### config.mk
export PLATFORM = sky130hd
export DESIGN_NAME = qdac_i2c_port
export DESIGN_NICKNAME = d
export VERILOG_FILES = /design/src/rtl/qdac_i2c_port.v /design/src/rtl/qdac_regbank.v
export VERILOG_INCLUDE_DIRS = /design/src /design/src/rtl
export SDC_FILE = /design/constraint.sdc
export NUM_CORES = 1
export LEC_CHECK = 0
export BUFFER_PORTS_ARGS = -buffer_cell sky130_fd_sc_hd__buf_2
export CAP_MARGIN = 25
export CORE_UTILIZATION = 43
export DETAILED_ROUTE_END_ITERATION = 8
export HOLD_SLACK_MARGIN = 0.06
export PLACE_DENSITY = 0.6
export SLEW_MARGIN = 20
export SYNTH_ARGS = -nofsm -noshare
export SYNTH_HDL_FRONTEND = slang
export SYNTH_SLANG_ARGS = --single-unit
### constraint.sdc
create_clock -name clk -period 3 [get_ports clk]
set_clock_uncertainty 0.2 [all_clocks]
set_input_delay 0.6 -clock clk [delete_from_list [all_inputs] [get_ports clk]]
set_output_delay 0.6 -clock clk [all_outputs]
set_load 0.02 [all_outputs]
### src/rtl/qdac_defines.vh
// Constants of the quad converter two-wire command port
`ifndef QDAC_DEFINES_VH
`define QDAC_DEFINES_VH
`define QDAC_ADDR_HI 5'h03
`define QDAC_CMD_NOP 4'h0
`define QDAC_CMD_WR_IN 4'h1
`define QDAC_CMD_UPD 4'h2
`define QDAC_CMD_WR_UPD 4'h3
`define QDAC_CMD_PWRDN 4'h4
`define QDAC_MODE_NORMAL 2'h0
`define QDAC_MODE_1K 2'h1
`define QDAC_MODE_100K 2'h2
`define QDAC_MODE_TRI 2'h3
`define QDAC_BIT_LAST 4'h7
`define QDAC_BIT_ACK 4'h8
`define QDAC_BIT_NAK 4'h9
`define QDAC_BYTE_CMD 2'h1
`define QDAC_BYTE_HI 2'h2
`define QDAC_BYTE_LO 2'h3
`define QDAC_DATA_RESET 16'h0000
`define QDAC_CH_A 2'h0
`define QDAC_CH_D 2'h3
`endif

### src/rtl/qdac_i2c_port.v
// Two-wire slave command port of the quad converter
`timescale 1ns/1ps
`include "qdac_defines.vh"
module qdac_i2c_port (
  input wire clk,
  input wire resetn,
  input wire scl_in,
  input wire sda_in,
  output reg sda_out,
  output reg sda_oe,
  input wire addr_strap_bit0,
  input wire addr_strap_bit1,
  input wire load_strobe_n,
  output reg [63:0] dac_value,
  output reg [7:0] pwrdn_mode
);
  // ----------------------------------------------------------------
  // Pin synchronisers
  // ----------------------------------------------------------------
  reg scl_s1, scl_s2, scl_d;
  reg sda_s1, sda_s2, sda_d;
  reg ld_s1, ld_s2;
  always @(posedge clk or negedge resetn) begin
    if (!resetn) begin
      scl_s1 <= 1'b1;
      scl_s2 <= 1'b1;
      scl_d <= 1'b1;
      sda_s1 <= 1'b1;
      sda_s2 <= 1'b1;
      sda_d <= 1'b1;
      ld_s1 <= 1'b1;
      ld_s2 <= 1'b1;
    end else begin
      scl_s1 <= scl_in;
      scl_s2 <= scl_s1;
      scl_d <= scl_s2;
      sda_s1 <= sda_in;
      sda_s2 <= sda_s1;
      sda_d <= sda_s2;
      ld_s1 <= load_strobe_n;
      ld_s2 <= ld_s1;
    end
  end
  wire scl_rise = scl_s2 & ~scl_d;
  wire scl_fall = ~scl_s2 & scl_d;
  // Start and stop need SCL high on both samples so a data edge is not taken
  wire start_det = scl_s2 & scl_d & sda_d & ~sda_s2;
  wire stop_det = scl_s2 & scl_d & ~sda_d & sda_s2;
  // ----------------------------------------------------------------
  // Protocol state
  // ----------------------------------------------------------------
  localparam ST_IDLE = 2'h0;
  localparam ST_ADDR = 2'h1;
  localparam ST_WRITE = 2'h2;
  localparam ST_READ = 2'h3;
  reg [1:0] state;
  reg [3:0] bitcnt;
  reg [7:0] shreg;
  reg [1:0] bytecnt;
  reg [7:0] cmd_byte;
  reg [7:0] hi_byte;
  reg [1:0] rptr;
  reg rd_lo;
  reg nacked;
  reg [15:0] rd_word;
  reg [3:0] in_we, dac_we_data, dac_we_copy;
  reg [15:0] wdata;
  wire [15:0] bank_rdata;
  wire [63:0] bank_dac;
  reg ld_dummy_a0, ld_dummy_a1, a0_s1, a1_s1;
  // Strap levels pass through two synchroniser flops before the address compare
  wire [6:0] my_addr = {`QDAC_ADDR_HI, ld_dummy_a1, ld_dummy_a0};
  always @(posedge clk or negedge resetn) begin
    if (!resetn) begin
      a0_s1 <= 1'b0;
      a1_s1 <= 1'b0;
      ld_dummy_a0 <= 1'b0;
      ld_dummy_a1 <= 1'b0;
    end else begin
      a0_s1 <= addr_strap_bit0;
      a1_s1 <= addr_strap_bit1;
      ld_dummy_a0 <= a0_s1;
      ld_dummy_a1 <= a1_s1;
    end
  end
  wire [7:0] shifted = {shreg[6:0], sda_s2};
  wire [3:0] mask = cmd_byte[3:0];
  wire [3:0] code = cmd_byte[7:4];
  reg ld_dummy_ld;
  always @(posedge clk or negedge resetn) begin
    if (!resetn)
      ld_dummy_ld <= 1'b1;
    else
      ld_dummy_ld <= ld_s2;
  end
  wire ld_fall = ~ld_s2 & ld_dummy_ld;
  reg [15:0] wdata_now;
  always @* begin
    wdata_now = wdata;
  end
  // Lowest selected channel, A when several are selected
  reg [1:0] first_ch;
  always @* begin
    first_ch = `QDAC_CH_A;
    if (shifted[3:0] == 4'h2)
      first_ch = 2'h1;
    else if (shifted[3:0] == 4'h4)
      first_ch = 2'h2;
    else if (shifted[3:0] == 4'h8)
      first_ch = `QDAC_CH_D;
  end
  always @(posedge clk or negedge resetn) begin
    if (!resetn) begin
      state <= ST_IDLE;
      bitcnt <= 4'h0;
      shreg <= 8'h00;
      bytecnt <= 2'h0;
      cmd_byte <= 8'h00;
      hi_byte <= 8'h00;
      rptr <= `QDAC_CH_A;
      rd_lo <= 1'b0;
      nacked <= 1'b0;
      rd_word <= 16'h0000;
      sda_out <= 1'b0;
      sda_oe <= 1'b0;
      in_we <= 4'h0;
      dac_we_data <= 4'h0;
      dac_we_copy <= 4'h0;
      wdata <= 16'h0000;
      pwrdn_mode <= {`QDAC_MODE_NORMAL, `QDAC_MODE_NORMAL,
                     `QDAC_MODE_NORMAL, `QDAC_MODE_NORMAL};
    end else begin
      in_we <= 4'h0;
      dac_we_data <= 4'h0;
      dac_we_copy <= 4'h0;
      // Falling strobe edge moves every input register to its DAC
      if (ld_fall)
        dac_we_copy <= 4'hF;
      if (start_det) begin
        state <= ST_ADDR;
        bitcnt <= 4'h0;
        bytecnt <= 2'h0;
        sda_oe <= 1'b0;
      end else if (stop_det) begin
        state <= ST_IDLE;
        sda_oe <= 1'b0;
      end else begin
        case (state)
          ST_IDLE: begin
            sda_oe <= 1'b0;
          end
          ST_ADDR, ST_WRITE: begin
            if (scl_rise && bitcnt <= `QDAC_BIT_LAST) begin
              shreg <= shifted;
              bitcnt <= bitcnt + 4'h1;
            end else if (scl_fall && bitcnt == `QDAC_BIT_ACK) begin
              // Ninth pulse: pull SDA low unless the address missed
              if (state == ST_ADDR) begin
                if (shreg[7:1] == my_addr) begin
                  sda_oe <= 1'b1;
                  sda_out <= 1'b0;
                end else begin
                  state <= ST_IDLE;
                end
              end else begin
                sda_oe <= 1'b1;
                sda_out <= 1'b0;
                bytecnt <= bytecnt + 2'h1;
                if (bytecnt == 2'h0) begin
                  cmd_byte <= shreg;
                  if (shreg[7:4] == `QDAC_CMD_NOP)
                    rptr <= first_ch_r(shreg[3:0]);
                end else if (bytecnt == 2'h1) begin
                  hi_byte <= shreg;
                end else if (bytecnt == 2'h2) begin
                  wdata <= {hi_byte, shreg};
                  // Write and update codes apply to every channel in the mask at once
                  case (code)
                    `QDAC_CMD_WR_IN: begin
                      in_we <= mask;
                      if (!ld_s2)
                        dac_we_data <= mask;
                    end
                    // Keep a strobe copy landing in the same cycle
                    `QDAC_CMD_UPD:
                      dac_we_copy <= mask | {4{ld_fall}};
                    `QDAC_CMD_WR_UPD: begin
                      in_we <= mask;
                      dac_we_data <= mask;
                    end
                    `QDAC_CMD_PWRDN: pwrdn_mode <= shreg;
                    default: ;
                  endcase
                end
              end
              bitcnt <= bitcnt + 4'h1;
            end else if (scl_fall && bitcnt > `QDAC_BIT_ACK) begin
              // Release after ack; choose direction from the address bit
              sda_oe <= 1'b0;
              bitcnt <= 4'h0;
              if (state == ST_ADDR) begin
                if (shreg[0]) begin
                  state <= ST_READ;
                  rd_lo <= 1'b0;
                  nacked <= 1'b0;
                  rd_word <= bank_rdata;
                  sda_oe <= ~bank_rdata[15];
                  sda_out <= 1'b0;
                  bitcnt <= 4'h1;
                  shreg <= {bank_rdata[14:8], 1'b0};
                end else begin
                  state <= ST_WRITE;
                end
              end
            end
          end
          ST_READ: begin
            if (scl_fall && !nacked) begin
              if (bitcnt <= `QDAC_BIT_LAST) begin
                // Open-drain: drive only zeros, release for ones
                sda_oe <= ~shreg[7];
                sda_out <= 1'b0;
                shreg <= {shreg[6:0], 1'b0};
                bitcnt <= bitcnt + 4'h1;
              end else if (bitcnt == `QDAC_BIT_ACK) begin
                sda_oe <= 1'b0;
                bitcnt <= bitcnt + 4'h1;
              end else begin
                bitcnt <= 4'h1;
                if (!rd_lo) begin
                  rd_lo <= 1'b1;
                  sda_oe <= ~rd_word[7];
                  sda_out <= 1'b0;
                  shreg <= {rd_word[6:0], 1'b0};
                end else begin
                  rd_lo <= 1'b0;
                  rd_word <= bank_rdata;
                  sda_oe <= ~bank_rdata[15];
                  sda_out <= 1'b0;
                  shreg <= {bank_rdata[14:8], 1'b0};
                end
              end
            end else if (scl_rise && bitcnt == `QDAC_BIT_NAK) begin
              if (sda_s2)
                nacked <= 1'b1;
              else if (rd_lo)
                rptr <= rptr + 2'h1;
            end
          end
          default: state <= ST_IDLE;
        endcase
      end
    end
  end
  function [1:0] first_ch_r;
    input [3:0] m;
    begin
      first_ch_r = `QDAC_CH_A;
      if (m == 4'h2)
        first_ch_r = 2'h1;
      else if (m == 4'h4)
        first_ch_r = 2'h2;
      else if (m == 4'h8)
        first_ch_r = `QDAC_CH_D;
    end
  endfunction
  qdac_regbank u_bank (
    .clk(clk),
    .resetn(resetn),
    .in_we(in_we),
    .dac_we_data(dac_we_data),
    .dac_we_copy(dac_we_copy),
    .wdata(wdata_now),
    .rsel(rptr),
    .rdata(bank_rdata),
    .dac_flat(bank_dac)
  );
  always @(posedge clk or negedge resetn) begin
    if (!resetn)
      dac_value <= {4{`QDAC_DATA_RESET}};
    else
      dac_value <= bank_dac;
  end
endmodule

### src/rtl/qdac_regbank.v
// Per-channel input and DAC register bank with registered read port
`timescale 1ns/1ps
`include "qdac_defines.vh"
module qdac_regbank (
  input wire clk,
  input wire resetn,
  input wire [3:0] in_we,
  input wire [3:0] dac_we_data,
  input wire [3:0] dac_we_copy,
  input wire [15:0] wdata,
  input wire [1:0] rsel,
  output reg [15:0] rdata,
  output wire [63:0] dac_flat
);
  reg [15:0] in_reg [0:3];
  reg [15:0] dac_reg [0:3];
  genvar g;
  generate
    for (g = 0; g < 4; g = g + 1) begin : ch
      assign dac_flat[g*16 +: 16] = dac_reg[g];
      always @(posedge clk or negedge resetn) begin
        if (!resetn) begin
          in_reg[g] <= `QDAC_DATA_RESET;
          dac_reg[g] <= `QDAC_DATA_RESET;
        end else begin
          if (in_we[g])
            in_reg[g] <= wdata;
          // Direct data wins over copy when both are asked in one cycle
          if (dac_we_data[g])
            dac_reg[g] <= wdata;
          else if (dac_we_copy[g])
            dac_reg[g] <= in_reg[g];
        end
      end
    end
  endgenerate
  always @(posedge clk or negedge resetn) begin
    if (!resetn)
      rdata <= `QDAC_DATA_RESET;
    else
      rdata <= in_reg[rsel];
  end
endmodule

-- Word level (Yosys, flattened, before mapping)
Cells that the tools add are included.
- register bits: 303
- word-level logic and storage cells: 299
- bits of input ports: 7
- $add $sub $neg: 3
- bitwise logic cells: 24
- order comparisons: 3
- equal/unequal tests: 52
- muxes and demuxes: 139
- reductions and logical operators: 37
- operators with widths (operator ; number):
    2-to-1 mux 16 bit ; 10
    2-to-1 mux 4 bit ; 39
    2-to-1 mux 8 bit ; 18
    2-to-1 mux 2 bit ; 27
    != test 2 bit, second input constant ; 20
    2-to-1 mux 1 bit ; 35
    binary-select mux 16 bit (select 2 bit) ; 1
    case mux 8 bit (2 select lines) ; 2
    != test 3 bit, second input constant ; 10
    AND reduction 12 bit ; 2
    AND reduction 11 bit ; 2
    AND reduction 10 bit ; 2
    AND reduction 9 bit ; 2
    != test 4 bit, second input constant ; 4
    case mux 4 bit (2 select lines) ; 2
    AND reduction 8 bit ; 2
    inverter 1 bit ; 14
    nonzero test 2 bit ; 7
    equality test 4 x 2 -> 1 bit, second input constant ; 3
    equality test 4 bit, second input constant ; 3
    != test 5 bit, second input constant ; 2
    AND reduction 5 bit ; 2
    nonzero test 3 bit ; 3
    bitwise AND 1 bit ; 8
    other kinds (24) ; 38

-- Depth between registers and ports, before layout
- depth in word-level cells: 13
- mapped depth: 8
- depth with buffers taken out: 7

-- Cells and area by module
From an unflattened synthesis, not the netlist that was laid out.
- cell total of the unflattened synthesis: 877
- area, all modules: 12124.1 µm²
- by module, submodules not included (module ; area an instance (µm²) ; cells each ; sequential area each (µm²) ; instances):
    qdac_regbank ; 6094.6 ; 448 ; 3603.5 ; 1
    qdac_i2c_port ; 6029.5 ; 429 ; 3965.1 ; 1

-- Worst setup path before layout
Ideal clock, no wire load.
- kind: flip-flop to flip-flop
- start: register state[0]
- end: register rptr[1]
- setup time: 0.124 ns
- buffers on the path: 1
- path slack: 0.722 ns
- arrival time: 1.954 ns
- period minus slack after synthesis: 2.278 ns
- stages on the path, launching flop included: 8
- path through: dfrtp_1 -> inv_1 -> ha_1 -> buf_2 -> nor2b_1 -> a31oi_1 -> a2111o_1 -> a211o_1
- word-level cells in the longest chain between the ends: 4
- elaborated cells between the ends (all ways): 16
- classes of those cells: eq/ne (12); mux (1); reduce/logical (3)
- ends and longest elaborated chain (what ; RTL line ; text):
    start, declared ; qdac_i2c_port.v:56 ; reg [1:0] state;
    start signal, assigned ; qdac_i2c_port.v:114 ; state <= ST_IDLE;
    start signal, assigned ; qdac_i2c_port.v:140 ; state <= ST_ADDR;
    start signal, assigned ; qdac_i2c_port.v:145 ; state <= ST_IDLE;
    equality test 2 x 1 -> 1 bit / equality test 2 bit (equally long branches) ; qdac_i2c_port.v:148, qdac_i2c_port.v:158 ;
    OR reduction 2 bit ; qdac_i2c_port.v:148 ; case (state)
    != test 2 bit (no source line) / nonzero test 2 bit (equally long branches) ; n/a ;
    AND reduction 12 bit (no source line) ; n/a ;
    end signal, assigned ; qdac_i2c_port.v:120 ; rptr <= `QDAC_CH_A;
    end signal, assigned ; qdac_i2c_port.v:172 ; rptr <= first_ch_r(shreg[3:0]);
    end signal, assigned ; qdac_i2c_port.v:247 ; rptr <= rptr + 2'h1;
    end, declared ; qdac_i2c_port.v:62 ; reg [1:0] rptr;
Parallel ways exist; a longest one is shown, timed or not.
A chain may end at the register's enable or synchronous reset.

-- Worst setup path after layout
- start: register bitcnt[0]
- end: register hi_byte[7]
- word-level cells in the longest chain between the ends: 4
- elaborated cells between the ends (all ways): 6
- classes of those cells: order compare (1); eq/ne (1); bitwise (1); reduce/logical (3)
- ends and longest elaborated chain (what ; RTL line ; text):
    start, declared ; qdac_i2c_port.v:57 ; reg [3:0] bitcnt;
    start signal, assigned ; qdac_i2c_port.v:155 ; bitcnt <= bitcnt + 4'h1;
    start signal, assigned ; qdac_i2c_port.v:196 ; bitcnt <= bitcnt + 4'h1;
    start signal, assigned ; qdac_i2c_port.v:224 ; bitcnt <= bitcnt + 4'h1;
    less-or-equal comparator 4 x 3 -> 1 bit (no source line) ; n/a ;
    logical AND 1 bit (no source line) ; n/a ;
    inverter 1 bit (no source line) ; n/a ;
    AND reduction 8 bit (no source line) (*) ; n/a ;
    end signal, assigned ; qdac_i2c_port.v:174 ; hi_byte <= shreg;
    end, declared ; qdac_i2c_port.v:61 ; reg [7:0] hi_byte;
Mark *: on every way between the ends. The rest lies on a longest branch, timed or not.

==> results.cfg <==
[drt]
first_pass_iters = 5
drc = 0
wl_met3_mm = 1.30
vias_per_cell = 5.35
drtIter0Drc = 463
dr_wl_met2_mm = 13.3
top_layer = met4
wl_met1_mm = 12.5
wl_per_cell_um = 20.3
wl_mm = 27.8
ant_nets = 0
dr_total_vias = 7296

[power]
p_leak_nw = 6.83
power_frac_seq = 0.491
p_sw_frac = 0.237
p_int_mw = 6.53
vdd_drop_max_mv = 0.370
p_switching_mw = 2.03
power_density_nw_per_um2 = 610
clockPowerShare = 0.438
combPwrFrac = 0.071

[global_routing]
grt_pass1_vias = 7383
grt_max_degree = 77
grt_usage = 0.202
grt_pass1_wl_mm = 44.1
antenna_found_initial = 0
grt.overflow.total = 0

[worst_setup_path]
setup.worst_path.class = register to register
cp_max_fo = 8
critPathArrivalTime_ns = 2.86
critPathRequiredTime_ns = 3.25
worstSetupEndpointType = register
critPathLaunchType = register

[floorplanning]
std_cell_rows = 61
die_h_um = 170
dieArea_um2 = 28800
core_area_um2 = 27700
start_util = 0.437
io-pin-count = 81
die_x_um = 170

[yosys]
synth_edf_count = 0
synth_nets = 898
synth-seq-area-share = 0.625
synth_cell_type_count = 65
syn_avg_cell_area_um2 = 13.7
synth_seq_cells = 302
synthFlopType = dfrtp_1
synth-async-reset-ratio = 1.00
yosys_warnings = 0
synth_area_um2 = 12100
syn_inst = 881

[clock_network]
cts_made_buffers = 30
cts_tree = built
holdBufCountCts = 6
htreeDepth = 1
insertion_delay_ns = 0.57
cts_sinks = 302
root_buffer = clkbuf_16
postCtsSetupBuffers = 0
clk_path_buf_depth = 3
path_clk_slew_ns = 0.07
cts_resized = 0

[finish]
finalNonFillerCells = 1364
layout_commonest_cell = dfrtp_1
nets = 979
final_cell_mix = 293 x dfrtp_1, 118 x mux2_2, 80 x nand2_1
drive_gt1_frac = 0.320
area_delta_synth_final_pct = 16.1
n_antenna_cell = 0

[timing]
period_minus_slack_ns = 2.61
worstMarginPinSlew_ns = 0.812
fin_ws_ns = 0.389
slew_viol_final = 0
hold-worst-slack_ns = 0.147
tns_ns = 0
rsz0062_at_grt = false
relSlewSlack = 0.456
setup_viol = 0
min_period_over_period = 0.870
timing_hold_violations_final = 0
max_freq_mhz = 383

[min_path]
hp-class = register to register

[place]
dp.cells = 1302
gp_congestion = 0.896
dp_hpwl_mm = 18.0
port_buffers = 79
place_worst_setup_slack_ns = 0.437

[run_status]
status = completed

[job]
max_cap_violations = 0
## area by class of cell
cell class | instances | area (um^2)
fillers | 2429 | 13700
flip-flops and latches | 302 | 7570
multi-input cells | 501 | 4210
clock buffers | 48 | 918
repair buffers | 115 | 728
well taps | 378 | 473
clock inverters | 8 | 98.8
inverters | 12 | 45.0
## per-stage QoR
step	cell area, um^2	util	power [mW]
global route	14000	0.507	8.88
finish	14000	0.507	8.56
global placement	13000	0.468	4.88
floorplan	12100	-	4.64
detailed placement	13000	0.468	4.88
CTS	14000	0.507	8.66
## logic make-up (layout without fill, tap and decap cells)
logic type | after synthesis | in the layout | synth area share
other | 1 | 1 | 0.000310
xor gates and xnor gates | 5 | 5 | 0.00362
buffers and inverters | 78 | 183 | 0.0265
DFF | 302 | 302 | 0.625
AOI/OAI and AO/OA | 125 | 125 | 0.0656
muxes | 205 | 205 | 0.198
adders and majority gates | 10 | 10 | 0.0103
and+or+nand+nor | 155 | 155 | 0.0699
## cells in the mapped netlist (2+ instances only)
cell type | n | area [um^2]
o311a_1 | 3 | 30.0
nand3b_1 | 3 | 22.5
and4b_1 | 2 | 20.0
nand2b_1 | 4 | 25.0
nor2_1 | 12 | 45.0
xnor2_1 | 3 | 26.3
nor2b_1 | 5 | 31.3
o21ai_0 | 76 | 380
and2_1 | 7 | 43.8
and3b_1 | 2 | 17.5
buf_2 | 10 | 50.1
o31ai_1 | 5 | 37.5
buf_4 | 2 | 15.0
dfstp_2 | 9 | 236
clkbuf_1 | 32 | 120
o221ai_1 | 2 | 17.5
mux4_2 | 16 | 360
a31oi_1 | 4 | 25.0
dfrtp_1 | 293 | 7330
mux2_2 | 118 | 1330
a41oi_1 | 2 | 17.5
a222oi_1 | 4 | 40.0
inv_1 | 12 | 45.0
nand3_1 | 8 | 40.0
nand4_2 | 2 | 25.0
nor3_1 | 6 | 30.0
a21oi_1 | 7 | 35.0
nor4b_2 | 2 | 30.0
nor3b_2 | 2 | 25.0
buf_1 | 21 | 78.8
nor4_1 | 2 | 12.5
and3_1 | 3 | 18.8
nand2_1 | 80 | 300
ha_1 | 10 | 125
xor2_1 | 2 | 17.5
o211ai_1 | 6 | 45.0
nand4_1 | 4 | 25.0
mux2i_1 | 71 | 711
a21o_1 | 3 | 22.5
## path summary, 6_finish.rpt
kind	start	endpoint	slack, ns	depth (start not counted)
worst max-delay path	bitcnt[0]	hi_byte[7]	0.39	7
worst min-delay path	a1_s1	ld_dummy_a1	0.15	0
worst max register to register	bitcnt[0]	hi_byte[7]	0.39	7
worst min register to register	a1_s1	ld_dummy_a1	0.15	0
max in group asynchronous	resetn	u_bank.in_reg[44]	1.39	3
min in group asynchronous	resetn	bitcnt[2]	0.33	2
## power groups by stage
stage / combinational, mW / clock [mW] / sequential, mW
floorplan: 0.409 / 0 / 4.23
global placement: 0.607 / 0 / 4.28
detailed placement: 0.609 / 0 / 4.27
CTS: 0.613 / 3.84 / 4.20
global route: 0.662 / 4.01 / 4.21
finish: 0.608 / 3.75 / 4.20
## layer usage
metal  global-route usage  vias up
li1                     -     3278
met1                0.281     3789
met2                0.325      181
met3               0.0336       48
met4               0.0603        0
met5                    0        -
## critical path, cell delays in order, from the launching register on
cell and delay, ns:
dfrtp_1 0.42, inv_1 0.12, ha_1 0.21, and3b_1 0.29, nand2_1 0.18, nor3b_2 0.31, nand3b_1 0.36, mux2_2 0.39
No activity file was read; power rests on OpenSTA's default activity.
